<file path="src/rtl/sfr_pkg.sv">
package sfr_pkg;
  // Memory read opcodes
  localparam logic [7:0] OP_READ       = 8'h03;
  localparam logic [7:0] OP_READ4      = 8'h13;
  localparam logic [7:0] OP_FAST       = 8'h0B;
  localparam logic [7:0] OP_FAST4      = 8'h0C;
  localparam logic [7:0] OP_DOUT       = 8'h3B;
  localparam logic [7:0] OP_DOUT4      = 8'h3C;
  localparam logic [7:0] OP_DIO        = 8'hBB;
  localparam logic [7:0] OP_DIO4       = 8'hBC;
  localparam logic [7:0] OP_QOUT       = 8'h6B;
  localparam logic [7:0] OP_QOUT4      = 8'h6C;
  localparam logic [7:0] OP_QIO        = 8'hEB;
  localparam logic [7:0] OP_QIO4       = 8'hEC;
  localparam logic [7:0] OP_QWORD      = 8'hE7;
  localparam logic [7:0] OP_DTR_FAST   = 8'h0D;
  localparam logic [7:0] OP_DTR_FAST4  = 8'h0E;
  localparam logic [7:0] OP_DTR_DOUT   = 8'h3D;
  localparam logic [7:0] OP_DTR_DIO    = 8'hBD;
  localparam logic [7:0] OP_DTR_DIO4   = 8'hBE;
  localparam logic [7:0] OP_DTR_QOUT   = 8'h6D;
  localparam logic [7:0] OP_DTR_QIO    = 8'hED;
  localparam logic [7:0] OP_DTR_QIO4   = 8'hEE;
  // Latch control and register reads
  localparam logic [7:0] OP_WR_ENABLE  = 8'h06;
  localparam logic [7:0] OP_WR_DISABLE = 8'h04;
  localparam logic [7:0] OP_CLR_FLAG   = 8'h50;
  localparam logic [7:0] OP_RD_STATUS  = 8'h05;
  localparam logic [7:0] OP_RD_FLAG    = 8'h70;
  localparam logic [7:0] OP_RD_NVCFG   = 8'hB5;
  localparam logic [7:0] OP_RD_VCFG    = 8'h85;
  localparam logic [7:0] OP_RD_EVCFG   = 8'h65;
  localparam logic [7:0] OP_RD_EXTADDR = 8'hC8;
  // Register port offsets
  localparam logic [2:0] REG_CTRL      = 3'h0;
  localparam logic [2:0] REG_STATUS    = 3'h1;
  localparam logic [2:0] REG_FLAG      = 3'h2;
  localparam logic [2:0] REG_NVCFG     = 3'h3;
  localparam logic [2:0] REG_VCFG      = 3'h4;
  localparam logic [2:0] REG_EVCFG     = 3'h5;
  localparam logic [2:0] REG_EXTADDR   = 3'h6;
  localparam logic [2:0] REG_STATE     = 3'h7;
  // Fields and reset values
  localparam int         CTRL_PROTO_LSB = 0;
  localparam int         CTRL_DTR_BIT   = 2;
  localparam int         CTRL_ADDR4_BIT = 3;
  localparam logic [3:0] CTRL_RST       = 4'h0;
  localparam int         STATUS_WEL_BIT = 1;
  localparam int         FLAG_PROT_BIT  = 1;
  localparam logic [7:0] FLAG_ERR_MASK  = 8'h3E;
  localparam logic [7:0] REG8_RST       = 8'h00;
  localparam logic [15:0] NVCFG_RST     = 16'hFFFF;
  localparam logic [3:0] CMD_BITS       = 4'h8;
  localparam logic [5:0] ADDR3_BITS     = 6'h18;
  localparam logic [5:0] ADDR4_BITS     = 6'h20;
  localparam logic [1:0] NV_ZERO_IDX    = 2'h2;

  typedef enum logic [1:0] {
    PROTO_EXT  = 2'b00,
    PROTO_DUAL = 2'b01,
    PROTO_QUAD = 2'b10
  } sfr_proto_e;

  typedef enum logic [2:0] {
    ST_CMD   = 3'b000,
    ST_ADDR  = 3'b001,
    ST_DUMMY = 3'b010,
    ST_DATA  = 3'b011,
    ST_REG   = 3'b100,
    ST_SKIP  = 3'b101
  } sfr_state_e;

  typedef enum logic [1:0] {
    K_BAD = 2'b00,
    K_MEM = 2'b01,
    K_REG = 2'b10,
    K_CTL = 2'b11
  } sfr_kind_e;
endpackage : sfr_pkg

</file>
<file path="src/rtl/sfr_cmd_front.sv">
// Implementation choices: the address map and the address-and-strobe port.
`timescale 1ns/1ps
// Functional notes
// - Plain reads: command plus address ends at 7+A, 3+A/2, 1+A/4.
// - Fast reads: command plus address ends at 7+A, 3+A/2, 1+A/4.
// - Dual-output read: extended and dual only; address lanes follow protocol.
// - Dual in/out read: address carried on two lanes.
// - Quad-output read: extended and quad only; address lanes follow protocol.
// - Quad word read: address on four lanes; extended and quad only, and never with DTR enabled.
// - DTR fast read: address on both edges, lanes follow protocol.
// - DTR dual-output read: both edges, extended and dual only.
// - DTR dual in/out read: two lanes, both edges.
// - DTR quad-output read: both edges, extended and quad only.
// - DTR quad in/out read: four lanes, both edges.
// - Extra clocks after the code discard the command; latch unchanged.
// - Write enable sets the write enable latch.
// - Write disable clears latch unless protection error; clear-flag clears both.
// - Register reads use lane one in extended, lanes 1:0 dual, 3:0 quad.
// - Raising select ends any read and releases the outputs.
// - Status and flag reads are served at any time.
// - Config read gives 16 bits then zeros; reserved bits read one.
// - Config register goes out least significant byte first.
// - Volatile, enhanced and extended address reads repeat one byte.
// - Address latched on rising edges (both edges in DTR), increments per byte, wraps at boundary.
// - DTR opcodes always run DTR; others only when enabled.
// - Plain opcodes take 24-bit address unless the control 4-byte bit is set; 4-byte opcodes take 32 bits.
module sfr_cmd_front #(
  parameter int          MEM_AW     = 16,
  parameter logic [4:0]  FAST_DUMMY = 5'h08,
  parameter logic [4:0]  WORD_DUMMY = 5'h04,
  parameter logic [15:0] NV_RSVD    = 16'h0000
) (
  input  wire logic              clk,
  input  wire logic              rst,
  input  wire logic              link_clk,
  input  wire logic              sel_n,
  input  wire logic [3:0]        serial_lane_in,
  output logic      [3:0]        serial_lane_out,
  output logic      [3:0]        serial_lane_oe,
  input  wire logic [2:0]        reg_addr,
  input  wire logic [15:0]       reg_wdata,
  input  wire logic              reg_wr,
  input  wire logic              reg_rd,
  output logic      [15:0]       reg_rdata,
  output logic      [MEM_AW-1:0] mem_addr,
  input  wire logic [7:0]        mem_rd_data,
  output logic                   wel
);
  // Pin synchroniser: select idles high
  logic [5:0] sync_a;
  logic [5:0] sync_b;
  logic       sck_prev;
  logic       sel_prev_n;
  always_ff @(posedge clk or posedge rst) begin
    if (rst) begin
      sync_a     <= 6'h10;
      sync_b     <= 6'h10;
      sck_prev   <= 1'b0;
      sel_prev_n <= 1'b1;
    end else begin
      sync_a     <= {link_clk, sel_n, serial_lane_in};
      sync_b     <= sync_a;
      sck_prev   <= sync_b[5];
      sel_prev_n <= sync_b[4];
    end
  end

  logic       rise;
  logic       fall;
  logic       sel_act;
  logic [3:0] din;
  assign rise    = sync_b[5] & ~sck_prev;
  assign fall    = ~sync_b[5] & sck_prev;
  assign sel_act = ~sync_b[4];
  assign din     = sync_b[3:0];

  // Software registers
  logic [3:0]  ctrl;
  logic [7:0]  status_val;
  logic [7:0]  flag_val;
  logic [15:0] nvcfg;
  logic [7:0]  vcfg;
  logic [7:0]  evcfg;
  logic [7:0]  extaddr;
  logic        exec;
  logic        prot_err;
  logic [7:0]  op;
  sfr_pkg::sfr_state_e state;

  assign prot_err = flag_val[sfr_pkg::FLAG_PROT_BIT];

  always_ff @(posedge clk or posedge rst) begin
    if (rst) begin
      ctrl       <= sfr_pkg::CTRL_RST;
      status_val <= sfr_pkg::REG8_RST;
      nvcfg      <= sfr_pkg::NVCFG_RST;
      vcfg       <= sfr_pkg::REG8_RST;
      evcfg      <= sfr_pkg::REG8_RST;
      extaddr    <= sfr_pkg::REG8_RST;
    end else if (reg_wr) begin
      unique case (reg_addr)
        sfr_pkg::REG_CTRL:    ctrl       <= reg_wdata[3:0];
        sfr_pkg::REG_STATUS:  status_val <= reg_wdata[7:0];
        sfr_pkg::REG_NVCFG:   nvcfg      <= reg_wdata;
        sfr_pkg::REG_VCFG:    vcfg       <= reg_wdata[7:0];
        sfr_pkg::REG_EVCFG:   evcfg      <= reg_wdata[7:0];
        sfr_pkg::REG_EXTADDR: extaddr    <= reg_wdata[7:0];
        default: ;
      endcase
    end
  end

  // Software write of the flag wins over a hardware clear
  always_ff @(posedge clk or posedge rst) begin
    if (rst) begin
      flag_val <= sfr_pkg::REG8_RST;
    end else if (reg_wr && reg_addr == sfr_pkg::REG_FLAG) begin
      flag_val <= reg_wdata[7:0];
    end else if (exec && op == sfr_pkg::OP_CLR_FLAG) begin
      flag_val <= flag_val & ~sfr_pkg::FLAG_ERR_MASK;
    end
  end

  always_ff @(posedge clk or posedge rst) begin
    if (rst) begin
      reg_rdata <= 16'h0000;
    end else if (reg_rd) begin
      unique case (reg_addr)
        sfr_pkg::REG_CTRL:    reg_rdata <= {12'h000, ctrl};
        sfr_pkg::REG_STATUS:  reg_rdata <= {8'h00, status_val};
        sfr_pkg::REG_FLAG:    reg_rdata <= {8'h00, flag_val};
        sfr_pkg::REG_NVCFG:   reg_rdata <= nvcfg;
        sfr_pkg::REG_VCFG:    reg_rdata <= {8'h00, vcfg};
        sfr_pkg::REG_EVCFG:   reg_rdata <= {8'h00, evcfg};
        sfr_pkg::REG_EXTADDR: reg_rdata <= {8'h00, extaddr};
        default:              reg_rdata <= {4'h0, wel, state, op};
      endcase
    end else begin
      reg_rdata <= 16'h0000;
    end
  end

  // Lanes per clock of the active protocol; illegal code acts as extended
  logic [2:0] plen;
  logic       ctl_dtr;
  logic       ctl_a4;
  assign ctl_dtr = ctrl[sfr_pkg::CTRL_DTR_BIT];
  assign ctl_a4  = ctrl[sfr_pkg::CTRL_ADDR4_BIT];
  always_comb begin
    unique case (ctrl[sfr_pkg::CTRL_PROTO_LSB +: 2])
      sfr_pkg::PROTO_DUAL: plen = 3'h2;
      sfr_pkg::PROTO_QUAD: plen = 3'h4;
      default:             plen = 3'h1;
    endcase
  end

  function automatic logic [31:0] shift_in(input logic [31:0] v,
                                           input logic [2:0]  n,
                                           input logic [3:0]  d);
    logic [31:0] r;
    r = {v[27:0], d};
    if (n == 3'h1) r = {v[30:0], d[0]};
    else if (n == 3'h2) r = {v[29:0], d[1:0]};
    return r;
  endfunction

  // Command shift and decode of the completed code
  logic [7:0]  cmd_sh;
  logic [3:0]  cmd_cnt;
  logic [31:0] cmd_wide;
  logic [7:0]  next_cmd;
  logic        cmd_done;
  assign cmd_wide = shift_in({24'h000000, cmd_sh}, plen, din);
  assign next_cmd = cmd_wide[7:0];
  assign cmd_done = state == sfr_pkg::ST_CMD && rise && sel_act &&
                    cmd_cnt + {1'b0, plen} == sfr_pkg::CMD_BITS;

  sfr_pkg::sfr_kind_e kind;
  logic [2:0] d_al;
  logic [2:0] d_dl;
  logic [4:0] d_dummy;
  logic       d_dtr;
  logic       d_a4;
  logic       is_dual;
  logic       is_quad;
  assign is_dual = plen == 3'h2;
  assign is_quad = plen == 3'h4;

  always_comb begin
    kind    = sfr_pkg::K_MEM;
    d_al    = plen;
    d_dl    = plen;
    d_dummy = FAST_DUMMY;
    d_dtr   = ctl_dtr;
    d_a4    = ctl_a4;
    unique case (next_cmd)
      sfr_pkg::OP_READ, sfr_pkg::OP_READ4: d_dummy = 5'h00;
      sfr_pkg::OP_FAST, sfr_pkg::OP_FAST4: ;
      sfr_pkg::OP_DOUT, sfr_pkg::OP_DOUT4: begin
        d_dl = 3'h2;
        if (is_quad) kind = sfr_pkg::K_BAD;
      end
      sfr_pkg::OP_DIO, sfr_pkg::OP_DIO4: begin
        d_al = 3'h2;
        d_dl = 3'h2;
        if (is_quad) kind = sfr_pkg::K_BAD;
      end
      sfr_pkg::OP_QOUT, sfr_pkg::OP_QOUT4: begin
        d_dl = 3'h4;
        if (is_dual) kind = sfr_pkg::K_BAD;
      end
      sfr_pkg::OP_QIO, sfr_pkg::OP_QIO4: begin
        d_al = 3'h4;
        d_dl = 3'h4;
        if (is_dual) kind = sfr_pkg::K_BAD;
      end
      sfr_pkg::OP_QWORD: begin
        d_al    = 3'h4;
        d_dl    = 3'h4;
        d_dummy = WORD_DUMMY;
        if (is_dual || ctl_dtr) kind = sfr_pkg::K_BAD;
      end
      sfr_pkg::OP_DTR_FAST, sfr_pkg::OP_DTR_FAST4: d_dtr = 1'b1;
      sfr_pkg::OP_DTR_DOUT: begin
        d_dtr = 1'b1;
        d_dl  = 3'h2;
        if (is_quad) kind = sfr_pkg::K_BAD;
      end
      sfr_pkg::OP_DTR_DIO, sfr_pkg::OP_DTR_DIO4: begin
        d_dtr = 1'b1;
        d_al  = 3'h2;
        d_dl  = 3'h2;
        if (is_quad) kind = sfr_pkg::K_BAD;
      end
      sfr_pkg::OP_DTR_QOUT: begin
        d_dtr = 1'b1;
        d_dl  = 3'h4;
        if (is_dual) kind = sfr_pkg::K_BAD;
      end
      sfr_pkg::OP_DTR_QIO, sfr_pkg::OP_DTR_QIO4: begin
        d_dtr = 1'b1;
        d_al  = 3'h4;
        d_dl  = 3'h4;
        if (is_dual) kind = sfr_pkg::K_BAD;
      end
      // status reads never gated by busy
      sfr_pkg::OP_RD_STATUS, sfr_pkg::OP_RD_FLAG, sfr_pkg::OP_RD_NVCFG,
      sfr_pkg::OP_RD_VCFG, sfr_pkg::OP_RD_EVCFG, sfr_pkg::OP_RD_EXTADDR:
        kind = sfr_pkg::K_REG;
      sfr_pkg::OP_WR_ENABLE, sfr_pkg::OP_WR_DISABLE, sfr_pkg::OP_CLR_FLAG:
        kind = sfr_pkg::K_CTL;
      default: kind = sfr_pkg::K_BAD;
    endcase
    unique case (next_cmd)
      sfr_pkg::OP_READ4, sfr_pkg::OP_FAST4, sfr_pkg::OP_DOUT4,
      sfr_pkg::OP_DIO4, sfr_pkg::OP_QOUT4, sfr_pkg::OP_QIO4,
      sfr_pkg::OP_DTR_FAST4, sfr_pkg::OP_DTR_DIO4, sfr_pkg::OP_DTR_QIO4:
        d_a4 = 1'b1;
      default: ;
    endcase
  end

  // Sequencer state
  logic [31:0] addr;
  logic [5:0]  abits_left;
  logic [4:0]  dummy_left;
  logic [2:0]  alanes;
  logic [2:0]  dlanes;
  logic [4:0]  dummy_q;
  logic        dtr_q;
  logic        addr_a4;
  logic        cmd_ok;
  logic [2:0]  opos;
  logic [7:0]  obyte;
  logic [1:0]  reg_idx;
  logic        in_edge;
  logic        out_edge;
  logic        addr_last;
  logic [7:0]  reg_byte;
  logic [7:0]  cur;
  logic [2:0]  next_opos;
  logic        byte_done;
  logic [31:0] next_addr;

  assign mem_addr = addr[MEM_AW-1:0];
  // rising edges, plus falling once DTR address has begun
  // Width latched with the opcode, so a 4-byte opcode skips the cmd fall
  assign in_edge  = sel_act && (rise || (dtr_q && fall &&
                    abits_left != (addr_a4 ? sfr_pkg::ADDR4_BITS
                                           : sfr_pkg::ADDR3_BITS)));
  assign out_edge = sel_act && (fall || (dtr_q && rise));
  assign addr_last = abits_left == {3'h0, alanes};
  assign next_addr = shift_in(addr, alanes, din);
  assign cur       = opos == 3'h0 ? (state == sfr_pkg::ST_DATA ? mem_rd_data
                                                               : reg_byte)
                                  : obyte;
  assign next_opos = opos + dlanes;
  assign byte_done = next_opos == 3'h0;

  always_comb begin
    unique case (op)
      sfr_pkg::OP_RD_STATUS:
        reg_byte = {status_val[7:2], wel, status_val[0]};
      sfr_pkg::OP_RD_FLAG: reg_byte = flag_val;
      // low byte, high byte, then zeros
      sfr_pkg::OP_RD_NVCFG:
        unique case (reg_idx)
          2'h0:    reg_byte = nvcfg[7:0] | NV_RSVD[7:0];
          2'h1:    reg_byte = nvcfg[15:8] | NV_RSVD[15:8];
          default: reg_byte = 8'h00;
        endcase
      sfr_pkg::OP_RD_VCFG:  reg_byte = vcfg;
      sfr_pkg::OP_RD_EVCFG: reg_byte = evcfg;
      default:              reg_byte = extaddr;
    endcase
  end

  always_ff @(posedge clk or posedge rst) begin
    if (rst) begin
      state      <= sfr_pkg::ST_CMD;
      cmd_sh     <= 8'h00;
      cmd_cnt    <= 4'h0;
      op         <= 8'h00;
      cmd_ok     <= 1'b0;
      addr       <= 32'h00000000;
      abits_left <= 6'h00;
      dummy_left <= 5'h00;
      alanes     <= 3'h1;
      dlanes     <= 3'h1;
      dummy_q    <= 5'h00;
      dtr_q      <= 1'b0;
      addr_a4    <= 1'b0;
      opos       <= 3'h0;
      obyte      <= 8'h00;
      reg_idx    <= 2'h0;
    end else if (!sel_act) begin
      state   <= sfr_pkg::ST_CMD;
      cmd_sh  <= 8'h00;
      cmd_cnt <= 4'h0;
      dtr_q   <= 1'b0;
      opos    <= 3'h0;
      reg_idx <= 2'h0;
      cmd_ok  <= cmd_ok & sel_prev_n;
    end else begin
      unique case (state)
        sfr_pkg::ST_CMD: if (rise) begin
          cmd_sh  <= next_cmd;
          cmd_cnt <= cmd_cnt + {1'b0, plen};
          if (cmd_done) begin
            op         <= next_cmd;
            alanes     <= d_al;
            dlanes     <= d_dl;
            dummy_q    <= d_dummy;
            dummy_left <= d_dummy;
            dtr_q      <= kind == sfr_pkg::K_MEM && d_dtr;
            addr_a4    <= d_a4;
            addr       <= 32'h00000000;
            abits_left <= d_a4 ? sfr_pkg::ADDR4_BITS
                               : sfr_pkg::ADDR3_BITS;
            cmd_ok     <= kind == sfr_pkg::K_CTL;
            unique case (kind)
              sfr_pkg::K_MEM: state <= sfr_pkg::ST_ADDR;
              sfr_pkg::K_REG: state <= sfr_pkg::ST_REG;
              default:        state <= sfr_pkg::ST_SKIP;
            endcase
          end
        end
        sfr_pkg::ST_ADDR: if (in_edge) begin
          addr       <= next_addr;
          abits_left <= abits_left - {3'h0, alanes};
          if (addr_last && dummy_q == 5'h00) begin
            state <= sfr_pkg::ST_DATA;
          end else if (addr_last) begin
            state <= sfr_pkg::ST_DUMMY;
          end
        end
        sfr_pkg::ST_DUMMY: if (rise) begin
          dummy_left <= dummy_left - 5'h01;
          if (dummy_left == 5'h01) state <= sfr_pkg::ST_DATA;
        end
        sfr_pkg::ST_DATA, sfr_pkg::ST_REG: if (out_edge) begin
          obyte <= cur << dlanes;
          opos  <= next_opos;
          if (byte_done && state == sfr_pkg::ST_DATA) begin
            addr[MEM_AW-1:0] <= addr[MEM_AW-1:0] + 1'b1;
          end
          if (byte_done && reg_idx != sfr_pkg::NV_ZERO_IDX) begin
            reg_idx <= reg_idx + 2'h1;
          end
        end
        sfr_pkg::ST_SKIP: if (rise) begin
          // clocks past the code cancel it
          cmd_ok <= 1'b0;
        end
        default: state <= sfr_pkg::ST_CMD;
      endcase
    end
  end

  assign exec = sel_act == 1'b0 && sel_prev_n == 1'b0 && cmd_ok;

  always_ff @(posedge clk or posedge rst) begin
    if (rst) begin
      wel <= 1'b0;
    end else if (exec) begin
      if (op == sfr_pkg::OP_WR_ENABLE) wel <= 1'b1;
      else if (op == sfr_pkg::OP_CLR_FLAG) wel <= 1'b0;
      else if (op == sfr_pkg::OP_WR_DISABLE && !prot_err) wel <= 1'b0;
    end
  end

  // Lane drivers; register reads share the data lane map
  always_ff @(posedge clk or posedge rst) begin
    if (rst) begin
      serial_lane_out <= 4'h0;
      serial_lane_oe  <= 4'h0;
    end else if (!sel_act) begin
      serial_lane_out <= 4'h0;
      serial_lane_oe  <= 4'h0;
    end else if ((state == sfr_pkg::ST_DATA || state == sfr_pkg::ST_REG)
                 && out_edge) begin
      // lane one, lanes 1:0, lanes 3:0
      unique case (dlanes)
        3'h1: begin
          serial_lane_out <= {2'h0, cur[7], 1'b0};
          serial_lane_oe  <= 4'h2;
        end
        3'h2: begin
          serial_lane_out <= {2'h0, cur[7:6]};
          serial_lane_oe  <= 4'h3;
        end
        default: begin
          serial_lane_out <= cur[7:4];
          serial_lane_oe  <= 4'hF;
        end
      endcase
    end
  end
endmodule : sfr_cmd_front

</file>
<file path="config.mk">
export PLATFORM = sky130hd
export DESIGN_NAME = sfr_cmd_front
export DESIGN_NICKNAME = d
export VERILOG_FILES = /design/src/rtl/sfr_pkg.sv /design/src/rtl/sfr_cmd_front.sv
export SDC_FILE = /design/constraint.sdc
export NUM_CORES = 1
export LEC_CHECK = 0
export ABC_AREA = 0
export BUFFER_PORTS_ARGS = -buffer_cell sky130_fd_sc_hd__buf_2
export CORE_MARGIN = 3
export CORE_UTILIZATION = 35
export CTS_BUF_LIST = sky130_fd_sc_hd__clkbuf_8
export CTS_CLUSTER_DIAMETER = 40
export DETAILED_ROUTE_END_ITERATION = 10
export PLACE_DENSITY_LB_ADDON = 0.3
export SYNTH_ARGS = -nofsm -noshare
export SYNTH_HDL_FRONTEND = slang
export SYNTH_SLANG_ARGS = --single-unit
</file>
<file path="constraint.sdc">
create_clock -name clk -period 6.75 [get_ports clk]
set_input_delay 0.675 -clock clk [delete_from_list [all_inputs] [get_ports clk]]
set_output_delay 0.675 -clock clk [all_outputs]
set_load 0.02 [all_outputs]
</file>
==> flow_metrics.env, run 1 <==
export IMPL_clk_pin_slew_worst_paths_ns=0.11
export IMPL_place_ws_ns=2.959
export IMPL_dp_cells=1432
export IMPL_antenna_found_initial=0
export IMPL_comb_power_share=0.221
export IMPL_nFillCells=2791
export IMPL_wire_per_inst_um=19.14
export IMPL_synth_edf_count=0
export IMPL_ctsResizeCount=0
export IMPL_pwr_density_cell_nw_per_um2=244.5
export IMPL_htree_levels=4
export IMPL_drtPass1Iterations=5
export IMPL_min_period_ns=3.783
export IMPL_dieHeight_um=176.1
export IMPL_cts_sinks=171
export IMPL_antenna_cells=0
export IMPL_core_area_sq_um=28160
export IMPL_crit_slowest_cell="ha_1"
export IMPL_layout_common_cells="dfrtp_1, nand2_1, nor2_1, buf_2, o21ai_0"
export IMPL_drive_above_1_share=0.2164
export IMPL_ys_seq_area_frac=0.4254
export IMPL_layout_commonest_cell="dfrtp_1"
export IMPL_report_final_slew_viol_count=0
export IMPL_drt_initial_drc_count=742
export IMPL_cp_arrival_ns=4.20
export IMPL_avgSynthCellArea_sq_um=9.713
export IMPL_io_buffer_count=77
export IMPL_hp_class="primary input to flip-flop"
export IMPL_globalplace_congestion=0.8543
export IMPL_hold_violations=0
export IMPL_cts_buffers=17
export IMPL_setup_ws_ns=2.967
export IMPL_synth_distinct_cells=96
export IMPL_peakVddDrop_v=0.0001339
export IMPL_final_cell_area_sq_um=11140
export IMPL_cts_buffer_depth=2
export IMPL_post_cts_repair_setup_buffers=0
export IMPL_ys_flop_type="dfrtp_1"
export IMPL_layout_area_seq_sq_um=4305
export IMPL_slowest_delay_ns=0.60
export IMPL_max_freq_mhz=264.3
export IMPL_synthTopCellsByArea="dfrtp_1, mux2_2, dfstp_2, nand2_1, mux2i_1"
export IMPL_start_kind="flip-flop"
export IMPL_syn2layout_area_growth_pct=10.08
export IMPL_nNetsFinal=1128
export IMPL_synthArstFlopShare=1.000
export IMPL_clk_latency_ns=0.49
export IMPL_synth_top_area_frac=0.3709
export IMPL_grt_first_pass_wirelength_um=45200
export IMPL_synth_net_count=1097
export IMPL_finalWirelength_um=28030
export IMPL_status="finished clean"
export IMPL_grt_usage=0.1819
export IMPL_place_area_sq_um=10680
export IMPL_stdcell_count=1464
export IMPL_drc_errors=0
export IMPL_overflow=0
export IMPL_worst_hold_slack_ns=0.2810
export IMPL_hpwlAfterDp_um=19790
export IMPL_p_sw_mw=0.9923
export IMPL_row_count=61
export IMPL_tns_ns=0
export IMPL_start_util=0.3594
export IMPL_first_global_vias=7899
export IMPL_cts_root_buf="clkbuf_8"
export IMPL_ys_warn_count=0
export IMPL_fp_dieArea_sq_um=30990
export IMPL_synthesis_area_sq_um=10120
export IMPL_synth_cells=1042
export IMPL_ant_nets=0
export IMPL_cts_tree="yes"
export IMPL_cp_common_cell="ha_1"
export IMPL_worst_clock_skew_ns=0.02699
export IMPL_leakagePower_nw=4.703
export IMPL_yosys_area_top_type="dfrtp_1"
export IMPL_grt_start_max_net_pins=99
export IMPL_ios=78
export IMPL_clkPwrFrac=0.305
export IMPL_vias=8304
export IMPL_setup_viol_count_final=0
export IMPL_ys_ff_latch=171
export IMPL_rsz0062_at_grt="no"
export IMPL_p_int_mw=1.731
export IMPL_multiInputGateArea_sq_um=5388
export IMPL_cap_violations=0
export IMPL_tightest_slew_ns=1.229
export IMPL_viasPerCell=5.672
export IMPL_cp_max_fo=32
export IMPL_seqPwrFrac=0.474
export IMPL_fin_crit_sh=0.5605
export IMPL_cp_end_kind="flip-flop"
export IMPL_worstSetupPathType="flip-flop to flip-flop"
export IMPL_max_slew_margin=0.1694
export IMPL_die_w_um=176.1
export IMPL_postCtsHoldBufs=0
export IMPL_swShare=0.3643
export IMPL_cp_data_required_time_ns=7.17
export IMPL_path_cells="inv_1, ha_1, ha_1, fa_1, xnor2_1, nor3b_1, and2_1, nand2_1, nor2_1, a32o_1"
final timing paths:
check,cells after the start,startpoint,to,slack [ns]
setup / recovery,10,ctrl[0],alanes[0],2.97
min in group asynchronous,2,rst,abits_left[2],0.36
setup reg to reg,10,ctrl[0],alanes[0],2.97
max in group asynchronous,3,rst,extaddr[2],4.84
hold / removal,1,sel_n,sync_a[4],0.28
hold reg to reg,0,sync_a[0],sync_b[0],0.36
area by class of cell:
type	count	area share
clock inverters	15	0.02066
multi-input cells	778	0.4836
clock buffers	17	0.02100
inverters	24	0.008535
well taps	378	0.04245
flip-flops and latches	171	0.3865
repair buffers	81	0.03729
per-stage QoR:
step,total power [mW],util
floorplan,1.735,-
CTS,2.745,0.3956
finish,2.724,0.3956
detailed placement,1.909,0.3791
global placement,1.898,0.3791
global route,2.869,0.3956
synthesized netlist by cell type (all sizes together) (7+ instances only):
cell	number
mux2	65
a21oi	47
inv	22
nor2b	8
clkbuf	49
nand3	23
or3	14
dfstp	21
ha	15
mux2i	40
a22o	23
xnor2	8
nor2	96
o211ai	8
nor3b	8
a22oi	21
o21ai	78
nand4	7
and3	12
and2	12
a31oi	11
o31ai	10
nand2b	7
o32ai	10
nor3	18
o22ai	7
nand2	107
dfrtp	150
a21o	8
buf	20
worst max-delay path: cells and delay by family, from the launching register on:
kind / cells / cell delay (ns)
DFF: 1 / 0.39
AOI/OAI and AO/OA: 1 / 0.21
buffers and inverters: 1 / 0.07
adders and majority gates: 3 / 1.35
and+or+nand+nor: 4 / 1.52
xor gates and xnor gates: 1 / 0.20
layer usage:
metal | global-route usage | up-vias | part of all wire
met5 | 0 | - | 0
met4 | 0.04289 | 0 | 0.014
met3 | 0.03290 | 35 | 0.058
met2 | 0.2692 | 254 | 0.44
met1 | 0.2753 | 4082 | 0.49
li1 | - | 3933 | -
cell families (layout without fill, tap and decap cells):
group | after synthesis | in the layout | share of synthesized area
AND/OR/NAND/NOR | 356 | 356 | 0.1801
AO/OA/AOI/OAI | 286 | 286 | 0.1994
flip-flops | 171 | 171 | 0.4254
multiplexers | 107 | 107 | 0.1183
buffers and inverters | 93 | 137 | 0.04277
adder cells (fa/ha/maj) | 18 | 18 | 0.02448
XOR/XNOR | 11 | 11 | 0.009520
power groups by stage:
stage / logic (mW) / registers [mW] / clock network, mW
4_1_cts: 0.605 / 1.29 / 0.852
3_5_place_dp: 0.602 / 1.31 / 0
6_report: 0.602 / 1.29 / 0.831
2_1_floorplan: 0.482 / 1.25 / 0
3_3_place_gp: 0.592 / 1.31 / 0
5_1_grt: 0.670 / 1.31 / 0.893
flip-flops by register name (all words and copies together) (netlist names), 4 cells and up:
signal / cells
serial_lane_out: 4
evcfg: 8
ctrl: 4
extaddr: 8
abits_left: 6
obyte: 8
nvcfg: 16
op: 8
addr: 16
cmd_sh: 7
reg_rdata: 16
sync_b: 6
cmd_cnt: 4
status_val: 8
dummy_left: 5
sync_a: 6
flag_val: 8
vcfg: 8
(Power assumes the default switching activity.)
==> run 2: changes to the inputs <==
- clock period: 6.75 -> 3.2 ns (I/O delays scaled with it)
==> flow_metrics.env, run 2 (synthesis results as in run 1) <==
export IMPL_grt_first_pass_wirelength_um=46640
export IMPL_worstRegToRegCells=12
export IMPL_start_kind="flip-flop"
export IMPL_whs_path_depth=2
export IMPL_io_buffer_count=77
export IMPL_worst_clock_skew_ns=0.02349
export IMPL_rsz0062_at_grt="no"
export IMPL_regToRegSetupSlack_ns=0.22
export IMPL_hp_class="primary input to flip-flop"
export IMPL_cp_data_required_time_ns=3.54
export IMPL_status="finished clean"
export IMPL_dieHeight_um=176.1
export IMPL_drc_errors=0
export IMPL_report_final_slew_viol_count=0
export IMPL_htree_levels=4
export IMPL_cts_buffer_depth=2
export IMPL_finalWirelength_um=28550
export IMPL_fp_dieArea_sq_um=30990
export IMPL_reg_top3="addr x16, nvcfg x16, reg_rdata x16"
export IMPL_min_period_ns=2.985
export IMPL_dp_cells=1466
export IMPL_antenna_found_initial=0
export IMPL_cts_buffers=17
export IMPL_cts_tree="yes"
export IMPL_final_cell_area_sq_um=11510
export IMPL_reg2reg_from="ctrl[0]"
export IMPL_viasPerCell=5.619
export IMPL_cts_root_buf="clkbuf_8"
export IMPL_drt_initial_drc_count=760
export IMPL_drive_above_1_share=0.2422
export IMPL_layout_common_cells="dfrtp_1, nand2_1, nor2_1, buf_2, o21ai_0"
export IMPL_tns_ns=0
export IMPL_peakVddDrop_v=0.0002318
export IMPL_hpwlAfterDp_um=20590
export IMPL_nFillCells=2775
export IMPL_max_freq_mhz=335.1
export IMPL_setup_ws_ns=0.2155
export IMPL_pwr_density_cell_nw_per_um2=498.8
export IMPL_nNetsFinal=1169
export IMPL_layout_commonest_cell="dfrtp_1"
export IMPL_post_cts_repair_setup_buffers=0
export IMPL_min_to="nvcfg[12]"
export IMPL_worstSetupPathType="flip-flop to flip-flop"
export IMPL_syn2layout_area_growth_pct=13.72
export IMPL_leakagePower_nw=4.908
export IMPL_cts_sinks=171
export IMPL_antenna_cells=0
export IMPL_stdcell_count=1505
export IMPL_clk_latency_ns=0.48
export IMPL_max_slew_margin=0.4290
export IMPL_multiInputGateArea_sq_um=5409
export IMPL_clk_pin_slew_worst_paths_ns=0.12
export IMPL_overflow=0
export IMPL_place_area_sq_um=10980
export IMPL_first_global_vias=8224
export IMPL_ant_nets=0
export IMPL_start_util=0.3594
export IMPL_grt_start_max_net_pins=89
export IMPL_wire_per_inst_um=18.97
export IMPL_cp_max_fo=9
export IMPL_cp_arrival_ns=3.33
export IMPL_vias=8456
export IMPL_die_w_um=176.1
export IMPL_globalplace_congestion=0.8565
export IMPL_cap_violations=0
export IMPL_grt_usage=0.1870
export IMPL_hold_violations=0
export IMPL_worstHoldStart="reg_wdata[12]"
export IMPL_fin_crit_sh=0.9327
export IMPL_drtPass1Iterations=7
export IMPL_cp_end_kind="flip-flop"
export IMPL_reg2reg_to="abits_left[4]"
export IMPL_ios=78
export IMPL_row_count=61
export IMPL_layout_area_seq_sq_um=4305
export IMPL_tightest_slew_ns=0.8566
export IMPL_setup_viol_count_final=0
export IMPL_core_area_sq_um=28160
export IMPL_place_ws_ns=0.1187
## run 2: worst max-delay path by stage
stage                     startpoint            end  cells after the start
after global placement       ctrl[0]  abits_left[4]                     12
final                        ctrl[0]  abits_left[4]                     12
after detailed placement     ctrl[0]  dummy_left[3]                     11
after global routing         ctrl[0]  abits_left[4]                     12
after CTS                    ctrl[0]  dummy_left[3]                     11
after floorplan              ctrl[0]  abits_left[3]                     11
## run 2: worst max-delay path, stage by stage (launching register included)
cell	delay (ns)
dfrtp_1	0.39
inv_1	0.07
ha_1	0.33
ha_1	0.23
fa_1	0.41
xnor2_2	0.14
nor3b_2	0.19
buf_4	0.14
a31oi_1	0.11
or3b_1	0.38
buf_4	0.17
o21ai_0	0.16
o311ai_0	0.14
## run 2: power by group
group | internal (mW) | leakage (nW) | switching [mW]
Clock | 0.630 | 0.216 | 1.03
Combinational | 0.619 | 2.52 | 0.747
Sequential | 2.44 | 2.17 | 0.275
## run 2: through the flow
step / hold slack [ns] / total power [mW] / util
3_3_place_gp: 0.3358 / 4.064 / 0.3899
4_1_cts: 0.05041 / 5.780 / 0.4079
2_1_floorplan: 0.3245 / 3.660 / -
5_1_grt: 0.05685 / 6.066 / 0.4087
3_5_place_dp: 0.3395 / 4.090 / 0.3899
6_report: 0.06519 / 5.741 / 0.4087
## run 2: final cells by class
cell class / instances / area share
inverters: 24 / 0.008153
well taps: 378 / 0.04109
multi-input cells: 778 / 0.4699
repair buffers: 122 / 0.06870
clock inverters: 15 / 0.01772
clock buffers: 17 / 0.02033
flip-flops and latches: 171 / 0.3741
## run 2: repair_timing
action | CTS | global route
hold buffers | 7 | 0
setup endpoints to repair | 0 | 12
endpoints found under the hold margin | 20 | 0
resized for setup | 0 | 4
## run 2: per-layer routing
| layer | GRT usage | wire (um) | part of all wire |
|---|---|---|---|
| met5 | 0 | 0 | 0 |
| met4 | 0.03365 | 233 | 0.0082 |
| met3 | 0.03527 | 1632 | 0.057 |
| met2 | 0.2829 | 12880 | 0.45 |
| met1 | 0.2813 | 13810 | 0.48 |
